**src/logic/spiwbc_pkg.sv**
```systemverilog
package spiwbc_pkg;
  // Register byte addresses on APB
  localparam logic [7:0] ADDR_CTRL = 8'h00;
  localparam logic [7:0] ADDR_CTRL_TWO = 8'h04;
  localparam logic [7:0] ADDR_BAUD = 8'h08;
  localparam logic [7:0] ADDR_STATUS = 8'h0c;
  localparam logic [7:0] ADDR_DATA_HIGH = 8'h10;
  localparam logic [7:0] ADDR_DATA_LOW = 8'h14;
  localparam logic [7:0] ADDR_IRQ_STAT = 8'h18;
  localparam logic [7:0] ADDR_IRQ_MASK = 8'h1c;
  // Control register of our own: master, select output, enable, polarity
  localparam int CTRL_ENABLE = 0;
  localparam int CTRL_MASTER = 1;
  localparam int CTRL_SEL_OE = 2;
  localparam int CTRL_CPOL = 3;
  localparam logic [7:0] CTRL_MASK = 8'h0f;
  // Control two fields and writable bits
  localparam int CR2_WIDTH = 6;
  localparam int CR2_MODE_FAULT_FLAG_EN = 4;
  localparam int CR2_BIDIR_OE = 3;
  localparam int CR2_PIN_BIDIR = 0;
  localparam logic [7:0] CR2_MASK = 8'h59;
  // Baud fields
  localparam int BR_PRE_LSB = 4;
  localparam int BR_SEL_LSB = 0;
  localparam logic [7:0] BR_MASK = 8'h77;
  localparam logic [7:0] RESET_BYTE = 8'h00;
  // Status and interrupt bits
  localparam int ST_DONE = 0;
  localparam int ST_FAULT = 1;
  localparam int ST_BUSY = 2;
  localparam logic [1:0] IRQ_MASK_BITS = 2'h3;
  typedef enum logic [1:0] {
    SPIWBC_IDLE = 2'b00,
    SPIWBC_RUN = 2'b01
  } spiwbc_state_t;
endpackage

```
**src/logic/spiwbc_top.sv**
```systemverilog
`timescale 1ns/10ps
module spiwbc_top (
  input wire logic sys_clk_in, // Bus clock 40 MHz
  input wire logic rst_n_in, // Synchronous reset, active low
  input wire logic psel_in, // APB select
  input wire logic penable_in, // APB enable
  input wire logic pwrite_in, // APB direction
  input wire logic [7:0] paddr_in, // APB byte address
  input wire logic [31:0] pwdata_in, // APB write data
  output logic [31:0] prdata_out, // APB read data
  output logic pready_out, // APB ready
  output logic pslverr_out, // APB error
  output logic irq_out, // Level interrupt
  output logic sck_out, // Serial clock out
  output logic sck_oe_n_out, // Serial clock enable, low drives
  input wire logic sck_in, // Serial clock in
  input wire logic mosi_in, // MOSI pin level
  output logic mosi_out, // MOSI drive value
  output logic mosi_oe_n_out, // MOSI enable, low drives
  input wire logic miso_in, // MISO pin level
  output logic miso_out, // MISO drive value
  output logic miso_oe_n_out, // MISO enable, low drives
  input wire logic ss_n_in, // Select pin level
  output logic ss_n_out, // Select drive value
  output logic ss_oe_n_out // Select enable, low drives
);
  import spiwbc_pkg::*;

  logic [7:0] ctrl_ff, nxt_ctrl;
  logic [7:0] cr2_ff, nxt_cr2;
  logic [7:0] br_ff, nxt_br;
  logic [15:0] tx_ff, nxt_tx;
  logic [15:0] sh_ff, nxt_sh;
  logic [15:0] rx_ff, nxt_rx;
  logic [1:0] ist_ff, nxt_ist;
  logic [1:0] imask_ff, nxt_imask;
  spiwbc_state_t st_ff, nxt_st;
  logic [10:0] div_ff, nxt_div;
  logic [4:0] edge_ff, nxt_edge;
  logic sck_ff, nxt_sck, rbit_ff, nxt_rbit;
  logic [31:0] prdata_ff, nxt_prdata;
  logic ready_ff, nxt_ready;
  logic err_ff, nxt_err;
  logic irq_ff, nxt_irq;
  logic [3:0] sync1_ff, sync2_ff;
  logic [2:0] sck_prev_ff;
  logic [6:0] pin_ff, nxt_pin;

  function automatic logic is_addr(input logic [7:0] a, input logic [7:0] r);
    return a == r;
  endfunction

  logic wr, rd, master, bidir, ss_s, sck_s, sck_edge, half_end;
  logic abort, fault, last_edge, sample;
  logic [7:0] cr2_new, br_new;
  logic [10:0] half_len;
  logic [4:0] frame_edges;

  assign wr = psel_in & penable_in & pwrite_in & ~ready_ff;
  assign rd = psel_in & penable_in & ~pwrite_in & ~ready_ff;
  assign master = ctrl_ff[CTRL_MASTER];
  assign bidir = cr2_ff[CR2_PIN_BIDIR];
  assign ss_s = sync2_ff[0];
  assign sck_s = sync2_ff[1];
  assign cr2_new = pwdata_in[7:0] & CR2_MASK;
  assign br_new = pwdata_in[7:0] & BR_MASK;
  assign half_len = 11'((({8'h00, br_ff[BR_PRE_LSB +: 3]} + 11'd1)
                    << br_ff[BR_SEL_LSB +: 3]) - 11'd1);
  assign frame_edges = cr2_ff[CR2_WIDTH] ? 5'd31 : 5'd15;
  assign half_end = div_ff == half_len;
  assign last_edge = edge_ff == frame_edges;
  assign sck_edge = sck_s ^ sck_prev_ff[0];
  // fault only when select is an input
  assign fault = master & cr2_ff[CR2_MODE_FAULT_FLAG_EN] & ~ctrl_ff[CTRL_SEL_OE] &
                 ~ss_s & ctrl_ff[CTRL_ENABLE];

  // Serial data input: pick pin by mode
  always_comb begin
    if (master) begin
      sample = bidir ? sync2_ff[2] : sync2_ff[3];
    end else begin
      sample = bidir ? sync2_ff[3] : sync2_ff[2];
    end
  end

  // Abort on any master-mode change of the steering fields
  always_comb begin
    abort = 1'b0;
    if (wr && master) begin
      // changed width, fault or pin bit
      if (is_addr(paddr_in, ADDR_CTRL_TWO) &&
          ((cr2_new[CR2_WIDTH] != cr2_ff[CR2_WIDTH]) ||
           (cr2_new[CR2_MODE_FAULT_FLAG_EN] != cr2_ff[CR2_MODE_FAULT_FLAG_EN]) ||
           (cr2_new[CR2_PIN_BIDIR] != cr2_ff[CR2_PIN_BIDIR]))) begin
        abort = 1'b1;
      end
      if (is_addr(paddr_in, ADDR_CTRL_TWO) && bidir &&
          (cr2_new[CR2_BIDIR_OE] != cr2_ff[CR2_BIDIR_OE])) begin
        abort = 1'b1;
      end
      if (is_addr(paddr_in, ADDR_BAUD) && (br_new != br_ff)) begin
        abort = 1'b1;
      end
    end
    if (wr && is_addr(paddr_in, ADDR_CTRL) &&
        ((pwdata_in[7:0] & CTRL_MASK) != ctrl_ff)) begin
      abort = 1'b1;
    end
    if (fault || !ctrl_ff[CTRL_ENABLE]) begin
      abort = 1'b1;
    end
  end

  // Register file and APB answer
  always_comb begin
    nxt_ctrl = ctrl_ff;
    nxt_cr2 = cr2_ff;
    nxt_br = br_ff;
    nxt_tx = tx_ff;
    nxt_imask = imask_ff;
    nxt_ready = wr | rd;
    nxt_err = 1'b0;
    nxt_prdata = prdata_ff;
    if (wr) begin
      unique case (paddr_in)
        ADDR_CTRL: nxt_ctrl = pwdata_in[7:0] & CTRL_MASK;
        ADDR_CTRL_TWO: nxt_cr2 = cr2_new;
        ADDR_BAUD: nxt_br = br_new;
        ADDR_DATA_HIGH: nxt_tx[15:8] = pwdata_in[7:0];
        ADDR_DATA_LOW: nxt_tx[7:0] = pwdata_in[7:0];
        ADDR_IRQ_MASK: nxt_imask = pwdata_in[1:0] & IRQ_MASK_BITS;
        ADDR_STATUS, ADDR_IRQ_STAT: nxt_err = 1'b0;
        default: nxt_err = 1'b1;
      endcase
    end
    if (rd) begin
      nxt_prdata = 32'h0000_0000;
      unique case (paddr_in)
        ADDR_CTRL: nxt_prdata[7:0] = ctrl_ff;
        ADDR_CTRL_TWO: nxt_prdata[7:0] = cr2_ff;
        ADDR_BAUD: nxt_prdata[7:0] = br_ff;
        ADDR_STATUS: nxt_prdata[2:0] = {st_ff == SPIWBC_RUN, ist_ff};
        // high byte unused in 8-bit mode
        ADDR_DATA_HIGH: nxt_prdata[7:0] = cr2_ff[CR2_WIDTH] ?
                                          rx_ff[15:8] : 8'h00;
        ADDR_DATA_LOW: nxt_prdata[7:0] = rx_ff[7:0];
        ADDR_IRQ_STAT: nxt_prdata[1:0] = ist_ff;
        ADDR_IRQ_MASK: nxt_prdata[1:0] = imask_ff;
        default: nxt_err = 1'b1;
      endcase
    end
  end

  // Transfer engine; master starts on a data low write
  always_comb begin
    nxt_st = st_ff;
    nxt_div = div_ff;
    nxt_edge = edge_ff;
    nxt_sck = sck_ff;
    nxt_sh = sh_ff;
    nxt_rbit = rbit_ff;
    nxt_rx = rx_ff;
    nxt_ist = ist_ff;
    if (wr && is_addr(paddr_in, ADDR_IRQ_STAT)) begin
      nxt_ist = ist_ff & ~pwdata_in[1:0];
    end
    unique case (st_ff)
      SPIWBC_IDLE: begin
        nxt_sck = ctrl_ff[CTRL_CPOL];
        nxt_div = 11'd0;
        nxt_edge = 5'd0;
        if (ctrl_ff[CTRL_ENABLE] && !abort) begin
          if (master && wr && is_addr(paddr_in, ADDR_DATA_LOW)) begin
            nxt_st = SPIWBC_RUN;
            // 8-bit frames sit in the top byte
            nxt_sh = cr2_ff[CR2_WIDTH] ? {tx_ff[15:8], pwdata_in[7:0]}
                                       : {pwdata_in[7:0], 8'h00};
          end else if (!master && !ss_s) begin
            // select is an input in slave mode
            nxt_st = SPIWBC_RUN;
            nxt_sh = cr2_ff[CR2_WIDTH] ? tx_ff : {tx_ff[7:0], 8'h00};
          end
        end
      end
      SPIWBC_RUN: begin
        if (master) begin
          nxt_div = half_end ? 11'd0 : 11'(div_ff + 11'd1);
          if (half_end) begin
            nxt_sck = ~sck_ff;
            nxt_edge = 5'(edge_ff + 5'd1);
            if (!edge_ff[0]) begin
              nxt_rbit = sample;
            end else begin
              nxt_sh = {sh_ff[14:0], rbit_ff};
            end
          end
        end else if (sck_edge) begin
          nxt_edge = 5'(edge_ff + 5'd1);
          if (!edge_ff[0]) begin
            nxt_rbit = sample;
          end else begin
            nxt_sh = {sh_ff[14:0], rbit_ff};
          end
        end
        if ((master ? half_end : sck_edge) && last_edge) begin
          nxt_st = SPIWBC_IDLE;
          nxt_rx = cr2_ff[CR2_WIDTH] ? nxt_sh : {8'h00, nxt_sh[7:0]};
          nxt_ist[ST_DONE] = 1'b1;
        end
        if (!master && ss_s) begin
          nxt_st = SPIWBC_IDLE;
        end
        // abort parks clock and clears counter
        if (abort) begin
          nxt_st = SPIWBC_IDLE;
          nxt_sck = ctrl_ff[CTRL_CPOL];
          nxt_edge = 5'd0;
          nxt_div = 11'd0;
        end
      end
      default: nxt_st = SPIWBC_IDLE;
    endcase
    // detection sets sticky fault; set wins over clear
    if (fault) begin
      nxt_ist[ST_FAULT] = 1'b1;
    end
    nxt_irq = |(nxt_ist & imask_ff);
  end

  // Pin drives: {sck_oe_n, ss_oe_n, ss, miso_oe_n, miso, mosi_oe_n, mosi}
  always_comb begin
    nxt_pin = 7'h7f;
    if (ctrl_ff[CTRL_ENABLE]) begin
      // select drive only with fault and output enable
      if (master && cr2_ff[CR2_MODE_FAULT_FLAG_EN] && ctrl_ff[CTRL_SEL_OE]) begin
        nxt_pin[5] = 1'b0;
        nxt_pin[4] = nxt_st != SPIWBC_RUN;
      end
      if (master) begin
        nxt_pin[6] = 1'b0;
        nxt_pin[1] = bidir & ~cr2_ff[CR2_BIDIR_OE];
        nxt_pin[0] = nxt_sh[15];
      end else begin
        nxt_pin[3] = ~((~bidir | cr2_ff[CR2_BIDIR_OE]) &
                       (nxt_st == SPIWBC_RUN));
        nxt_pin[2] = nxt_sh[15];
      end
    end
  end

  always_ff @(posedge sys_clk_in) begin
    if (!rst_n_in) begin
      ctrl_ff <= RESET_BYTE;
      cr2_ff <= RESET_BYTE;
      br_ff <= RESET_BYTE;
      tx_ff <= 16'h0000;
      sh_ff <= 16'h0000;
      rx_ff <= 16'h0000;
      ist_ff <= 2'h0;
      imask_ff <= 2'h0;
      st_ff <= SPIWBC_IDLE;
      div_ff <= 11'h000;
      edge_ff <= 5'h00;
      sck_ff <= 1'b0;
      rbit_ff <= 1'b0;
      prdata_ff <= 32'h0000_0000;
      ready_ff <= 1'b0;
      err_ff <= 1'b0;
      irq_ff <= 1'b0;
      sync1_ff <= 4'hf;
      sync2_ff <= 4'hf;
      sck_prev_ff <= 3'h7;
      pin_ff <= 7'h7f;
    end else begin
      ctrl_ff <= nxt_ctrl;
      cr2_ff <= nxt_cr2;
      br_ff <= nxt_br;
      tx_ff <= nxt_tx;
      sh_ff <= nxt_sh;
      rx_ff <= nxt_rx;
      ist_ff <= nxt_ist;
      imask_ff <= nxt_imask;
      st_ff <= nxt_st;
      div_ff <= nxt_div;
      edge_ff <= nxt_edge;
      sck_ff <= nxt_sck;
      rbit_ff <= nxt_rbit;
      prdata_ff <= nxt_prdata;
      ready_ff <= nxt_ready;
      err_ff <= nxt_err;
      irq_ff <= nxt_irq;
      // Raw pins cross here; master sampling lags two cycles, half period >= 3
      sync1_ff <= {miso_in, mosi_in, sck_in, ss_n_in};
      sync2_ff <= sync1_ff;
      sck_prev_ff <= {sck_prev_ff[1:0], sck_s};
      pin_ff <= nxt_pin;
    end
  end

  assign prdata_out = prdata_ff;
  assign pready_out = ready_ff;
  assign pslverr_out = err_ff;
  assign irq_out = irq_ff;
  assign sck_out = sck_ff;
  assign sck_oe_n_out = pin_ff[6];
  assign ss_oe_n_out = pin_ff[5];
  assign ss_n_out = pin_ff[4];
  assign miso_oe_n_out = pin_ff[3];
  assign miso_out = pin_ff[2];
  assign mosi_oe_n_out = pin_ff[1];
  assign mosi_out = pin_ff[0];
endmodule // spiwbc_top

```
**config.mk**
```make
export PLATFORM = sky130hd
export DESIGN_NAME = spiwbc_top
export DESIGN_NICKNAME = d
export VERILOG_FILES = /design/src/logic/spiwbc_pkg.sv /design/src/logic/spiwbc_top.sv
export SDC_FILE = /design/constraint.sdc
export NUM_CORES = 1
export LEC_CHECK = 0
export BUFFER_PORTS_ARGS = -buffer_cell sky130_fd_sc_hd__buf_2
export CAP_MARGIN = 20
export CORE_MARGIN = 5
export CORE_UTILIZATION = 50
export DETAILED_ROUTE_END_ITERATION = 7
export PLACE_DENSITY_LB_ADDON = 0.2
export SLEW_MARGIN = 15
export SYNTH_ARGS = -nofsm -noshare
export SYNTH_HDL_FRONTEND = slang
export SYNTH_SLANG_ARGS = --single-unit
```
**constraint.sdc**
```tcl
create_clock -name sys_clk_in -period 4.7 [get_ports sys_clk_in]
set_input_delay 0.235 -clock sys_clk_in [delete_from_list [all_inputs] [get_ports sys_clk_in]]
set_output_delay 0.235 -clock sys_clk_in [all_outputs]
set_load 0.01 [all_outputs]
```
==> flow_metrics.py, run 1 <==
metrics = {
    "power_and_ir_drop": {
        "pwr-share-seq_pct": 40.1,
        "switching_share_pct": 22.3,
        "power_frac_comb_pct": 4.0,
        "p_leak_nw": 2.62,
        "switchingPower_w": 0.000543,
        "power.share.clock_pct": 55.9,
        "power.internal_w": 0.00189,
        "total_power_w": 0.00243,
        "ir_drop_mv": 0.221,
        "powerDensity_nw_per_um2": 336,
    },
    "worst_setup_path": {
        "cp-start-kind": "flip-flop",
        "r2r_cells": 15,
        "endpoint_kind": "flip-flop",
        "crit_chain": "ha_1 > nor2b_1 > or2_2 > nand2_1 > ha_1 > inv_1 > nor3_1 > a21oi_1 > nor4_1 > o22a_1 > nand3_1 > o21ai_2 > buf_4 > and2b_1 > a221o_1",
        "path_common_cell": "ha_1",
        "critical_path_depth": 15,
        "crit_required_ns": 5.06,
        "cp_top_family": "simple AND/OR/NAND/NOR gates",
        "crit_buf_inv": 2,
        "max_stage_delay_ns": 0.52,
        "worst_path_max_delay_cell": "dfxtp_1",
        "critPathMaxFanout": 18,
        "critical_path_class": "flip-flop to flip-flop",
        "cp_data_arrival_time_ns": 4.68,
    },
    "timing": {
        "maxSlewHeadroom_pct": 31.1,
        "min_period_ns": 4.31,
        "fmax_mhz": 232,
        "period_share_pct": 91.7,
        "slew_viol_final": 0,
        "worstMarginPinSlew_ns": 1.02,
        "finalClockSkew_ns": 0.00869,
        "hold_viol": 0,
        "finalSetupViolations": 0,
        "final.setup.tns_ns": 0,
        "rsz0062_at_grt": "no",
    },
    "outcome": {
        "status": "finished, final reports clean",
    },
    "die": {
        "initial_utilization_pct": 50.7,
        "fp.dieH_um": 123,
        "die_x_um": 123,
        "core_um2": 12500,
        "placementRows": 41,
        "io_pins": 92,
        "die-area_um2": 15000,
    },
    "cells_and_area": {
        "antenna_cells": 0,
        "nNetsFinal": 835,
        "syn_to_final_growth_pct": 14.0,
        "postLayoutCoreUtil_pct": 57.8,
        "drive_gt1_share_pct": 16.0,
        "final_area_um2": 7230,
        "final_cell_mix": "113 x dfxtp_1, 84 x nor2_1, 55 x nand2_1, 49 x a21oi_1, 43 x buf_2",
        "layout_commonest_cell": "dfxtp_1",
    },
    "route": {
        "drtPass1Iterations": 5,
        "routed_via_density": 5.94,
        "route.vias.total": 5739,
        "routed_wl_um": 17400,
        "drtIter0Drc": 453,
        "routedWlPerCell_um": 18.0,
        "ant_nets": 0,
        "drc": 0,
    },
    "logic_synthesis": {
        "synth_seq_area_share_pct": 35.7,
        "async_reset_ff_share_pct": 0,
        "synth_largest_area_cell": "dfxtp_1",
        "synth_edf_count": 0,
        "synth_top_area_share_pct": 35.7,
        "ys_types": 90,
        "synth.top_cells.by_area": "dfxtp_1 36%, mux2i_1 5.2%, nor2_1 5.0%",
        "syn_avg_cell_area_um2": 8.43,
        "synth_cells": 753,
        "ys_ff_latch": 113,
        "ys_warn_count": 0,
        "synth_ff_type": "dfxtp_1",
        "syn_area_um2": 6340,
    },
    "clocking": {
        "cts_sinks": 113,
        "cts_setup_buffers": 0,
        "cts-root-buf": "clkbuf_16",
        "path_clk_slew_ns": 0.05,
        "cts_resized": 0,
        "ctsHtreeMaxLevel": 4,
        "clk_path_buf_depth": 2,
        "cts_tree": "done",
        "insertion_delay_ns": 0.42,
        "cts_buffers": 17,
    },
    "grt": {
        "gr-total-overflow": 0,
        "grt_usage_pct": 23.8,
        "grt_max_degree": 50,
        "grt_pass1_wl_um": 27600,
        "grt_antenna_before_repair": 0,
        "first_global_vias": 5395,
    },
    "placement": {
        "place_hpwl_um": 12400,
        "portBuffers": 43,
        "gp_congestion": 0.887,
        "place_area_um2": 6570,
    },
    "worst_hold_path": {
        "min_path_type": "input port to flip-flop",
        "holdPathStages": 2,
    },
    "flow_run": {
        "max_cap_violations": 0,
    },
}
==> routing by layer <==
metal | share of wire [%] | vias up | global-route usage, %
li1 | - | 2765 | -
met1 | 43 | 2756 | 29.5
met2 | 49 | 185 | 39.6
met3 | 5.0 | 33 | 5.44
met4 | 2.9 | 0 | 10.4
met5 | 0 | - | 0
==> synthesized netlist by cell type, types with 8 or more instances <==
library cell / count
a21oi_1: 49
a221o_1: 14
a22oi_1: 14
a32o_1: 8
buf_4: 27
clkbuf_1: 35
dfxtp_1: 113
inv_1: 18
mux2i_1: 33
nand2_1: 55
nand2b_1: 14
nand3_1: 32
nor2_1: 84
nor2b_1: 8
nor3_1: 23
o211ai_1: 8
o21ai_0: 29
xnor2_1: 23
xor2_1: 12
==> final cells by class <==
cell class                      count  area [µm²]
Clock buffer                       21         480
Fill cell                        1159        5290
Timing Repair Buffer               60         350
Sequential cell                   113        2260
Multi-Input combinational cell    571        3700
Inverter                           18        67.6
Tap cell                          172         215
Clock inverter                     11         153
==> power by group through the flow <==
stage / Combinational [W] / Sequential (W) / Clock, W
2_1_floorplan: 0.0000807 / 0.000992 / 0
3_3_place_gp: 0.0000925 / 0.000995 / 0
3_5_place_dp: 0.0000944 / 0.000995 / 0
4_1_cts: 0.0000968 / 0.000975 / 0.00137
5_1_grt: 0.000108 / 0.000976 / 0.00142
6_report: 0.0000981 / 0.000976 / 0.00136
==> kinds of logic (layout without fill, tap and decap cells) <==
| kind of cell | after synthesis | after routing | share of synthesized area [%] |
|---|---|---|---|
| buf+inv | 93 | 110 | 7.47 |
| xor+xnor | 36 | 36 | 5.27 |
| simple gates | 266 | 266 | 20.6 |
| mux | 40 | 40 | 6.45 |
| other cells | 1 | 25 | 0.0591 |
| flops | 113 | 113 | 35.7 |
| compound gates | 199 | 199 | 23.5 |
| fa+ha+maj | 5 | 5 | 0.986 |
==> metrics by stage <==
| step | cells | setup WS (ns) | hold slack, ns |
|---|---|---|---|
| after floorplan | 777 | 1.19 | 0.336 |
| after global placement | 931 | 0.549 | 0.392 |
| after detailed placement | 931 | 0.450 | 0.392 |
| after CTS | 966 | 0.399 | 0.00612 |
| after global routing | 966 | 0.0461 | 0.0149 |
| final | 966 | 0.388 | 0.0140 |
==> state kept, by name, summed over array words and instances (netlist names) <==
register,flops
tx_ff,16
edge_ff,5
sync1_ff,4
pready_out,1
cr2_ff,4
pin_ff,7
div_ff,11
sck_prev_ff,1
prdata_out,8
br_ff,6
pslverr_out,1
rbit_ff,1
sh_ff,16
sync2_ff,4
ist_ff,2
ctrl_ff,4
imask_ff,2
rx_ff,16
st_ff,2
sck_out,1
irq_out,1
==> path summary, 6_finish.rpt <==
| kind | to | start | slack [ns] |
|---|---|---|---|
| max | sh_ff[5] | br_ff[5] | 0.39 |
| min | sync1_ff[3] | miso_in | 0.01 |
| max reg2reg | sh_ff[5] | br_ff[5] | 0.39 |
| min reg2reg | sync2_ff[2] | sync1_ff[2] | 0.40 |
==> timing repair <==
action | in CTS | in global routing
setup endpoints to repair | 0 | 0
hold buffers | 3 | 0
hold endpoints to repair | 3 | 0
Note: power is estimated with default switching activity, not from simulation.
==> inputs of run 2 (changes only) <==
- BUFFER_PORTS_ARGS: -buffer_cell sky130_fd_sc_hd__buf_2 -> -buffer_cell sky130_fd_sc_hd__buf_4
==> run 2 against run 1 <==
Total power decreased by 3.5%. Sequential cell count unchanged. Routed wire length decreased by 0.40%. Via count decreased by 0.44%. Combinational power increased by 8%. Critical path type unchanged. Highest routed layer unchanged.
==> flow_metrics.py, run 2 (synthesis results as in run 1) <==
metrics = {
    "cells_and_area": {
        "final_cell_mix": "113 x dfxtp_1, 84 x nor2_1, 56 x buf_4, 55 x nand2_1, 49 x a21oi_1",
        "nNetsFinal": 835,
        "layout_commonest_cell": "dfxtp_1",
        "fillers": 1130,
        "drive_gt1_share_pct": 16.0,
        "multi_input_area_um2": 3710,
        "final_area_um2": 7300,
        "syn_to_final_growth_pct": 15.0,
        "seqCellArea_um2": 2260,
        "reg_top3": "rx_ff (16), sh_ff (16), tx_ff (16)",
        "antenna_cells": 0,
    },
    "timing": {
        "finalClockSkew_ns": 0.0134,
        "finalSetupViolations": 0,
        "rsz0062_at_grt": "no",
        "worstMarginPinSlew_ns": 1.07,
        "period_share_pct": 90.5,
        "fmax_mhz": 235,
        "hold_viol": 0,
        "min_period_ns": 4.25,
        "slew_viol_final": 0,
        "final.setup.tns_ns": 0,
        "maxSlewHeadroom_pct": 28.0,
    },
    "grt": {
        "grt_pass1_wl_um": 28100,
        "grt_usage_pct": 24.1,
        "gr-total-overflow": 0,
        "grt_antenna_before_repair": 0,
        "grt_max_degree": 46,
        "first_global_vias": 5525,
    },
    "placement": {
        "gp_congestion": 0.883,
        "place_hpwl_um": 12400,
        "portBuffers": 43,
        "place_area_um2": 6670,
    },
    "die": {
        "die_x_um": 123,
        "initial_utilization_pct": 50.7,
        "die-area_um2": 15000,
        "io_pins": 92,
        "fp.dieH_um": 123,
        "placementRows": 41,
        "core_um2": 12500,
    },
    "route": {
        "drtIter0Drc": 470,
        "route.vias.total": 5714,
        "wl_met2_um": 8210,
        "highest_layer": "met4",
        "drc": 0,
        "routedWlPerCell_um": 18.0,
        "met3_length_um": 959,
        "drtPass1Iterations": 5,
        "routed_wl_um": 17400,
        "routed_via_density": 5.92,
        "ant_nets": 0,
        "met1_length_um": 7420,
    },
    "clocking": {
        "cts_buffers": 17,
        "cts_setup_buffers": 0,
        "cts_tree": "done",
        "cts-root-buf": "clkbuf_16",
        "clk_path_buf_depth": 2,
        "path_clk_slew_ns": 0.06,
        "cts_resized": 0,
        "postCtsHoldBufs": 4,
        "ctsHtreeMaxLevel": 4,
        "insertion_delay_ns": 0.42,
        "cts_sinks": 113,
    },
    "worst_setup_path": {
        "crit_buf_inv": 2,
        "cp_data_arrival_time_ns": 4.57,
        "path_common_cell": "ha_1",
        "worst_path_max_delay_cell": "dfxtp_1",
        "endpoint_kind": "flip-flop",
        "crit_required_ns": 5.02,
        "cp-start-kind": "flip-flop",
        "crit_chain": "ha_1 > nor2b_1 > or2_2 > nand2_1 > ha_1 > inv_1 > nor3_1 > a21oi_1 > nor4_1 > o22a_1 > nand3_1 > o21ai_2 > buf_4 > mux2_2 > a31o_2",
        "critPathMaxFanout": 18,
        "cp_top_family": "simple AND/OR/NAND/NOR gates",
        "max_stage_delay_ns": 0.51,
        "critical_path_class": "flip-flop to flip-flop",
    },
    "worst_hold_path": {
        "min_path_type": "input port to flip-flop",
    },
    "flow_run": {
        "max_cap_violations": 0,
    },
    "power_and_ir_drop": {
        "ir_drop_mv": 0.255,
        "p_leak_nw": 2.63,
        "powerDensity_nw_per_um2": 322,
        "total_power_w": 0.00235,
    },
    "outcome": {
        "status": "finished, final reports clean",
    },
}
run 2: cell count changes in the layout (fill, tap and decap cells not counted):
cell / previous run / this run
clkbuf_8: 4 / 0
nor3_1: 23 / 22
buf_4: 14 / 56
clkinvlp_4: 3 / 4
clkinv_4: 3 / 2
buf_2: 43 / 0
dlygate4sd3_1: 3 / 4
nor3_2: 1 / 2
inv_6: 1 / 4
bufinv_16: 3 / 2
clkinv_2: 1 / 3
run 2: final timing paths:
check	from	endpoint	slack, ns	cells after the start
worst max-delay path	br_ff[5]	sh_ff[14]	0.45	15
worst min-delay path	pwdata_in[7]	tx_ff[15]	0.08	3
worst max register to register	br_ff[5]	sh_ff[14]	0.45	15
worst min register to register	sync1_ff[2]	sync2_ff[2]	0.41	1
run 2: layout make-up:
cell class	instances	area share (%)
clock buffers	17	5.83
inverters	18	0.926
repair buffers	60	6.31
clock inverters	15	2.16
multi-input cells	571	50.8
well taps	172	2.95
flip-flops and latches	113	31.0
run 2: worst reg2reg max path, stage by stage (launching register included):
cell,delay (ns)
dfxtp_1,0.51
ha_1,0.38
nor2b_1,0.23
or2_2,0.34
nand2_1,0.10
ha_1,0.29
inv_1,0.12
nor3_1,0.19
a21oi_1,0.07
nor4_1,0.33
o22a_1,0.27
nand3_1,0.13
o21ai_2,0.23
buf_4,0.31
mux2_2,0.40
a31o_2,0.24
run 2: per-layer routing:
layer / vias up / global-route usage [%]
met4: 0 / 13.1
met2: 216 / 40.1
met5: - / 0
li1: 2767 / -
met1: 2671 / 29.2
met3: 60 / 5.07
run 2: report_power, final:
part	total, W	switching [W]	internal, W
clock	0.00127	0.000483	0.000783
sequential	0.000975	0.00000879	0.000967
combinational	0.000106	0.0000667	0.0000389
run 2: metrics by stage:
step | utilization, % | setup slack [ns] | hold slack, ns | std cells
detailed placement | 53.3 | 0.504 | 0.397 | 930
floorplan | - | 1.19 | 0.336 | 777
global placement | 53.3 | 0.540 | 0.392 | 930
CTS | 58.3 | 0.465 | 0.0610 | 966
global route | 58.3 | 0.0532 | 0.0949 | 966
finish | 58.3 | 0.446 | 0.0785 | 966
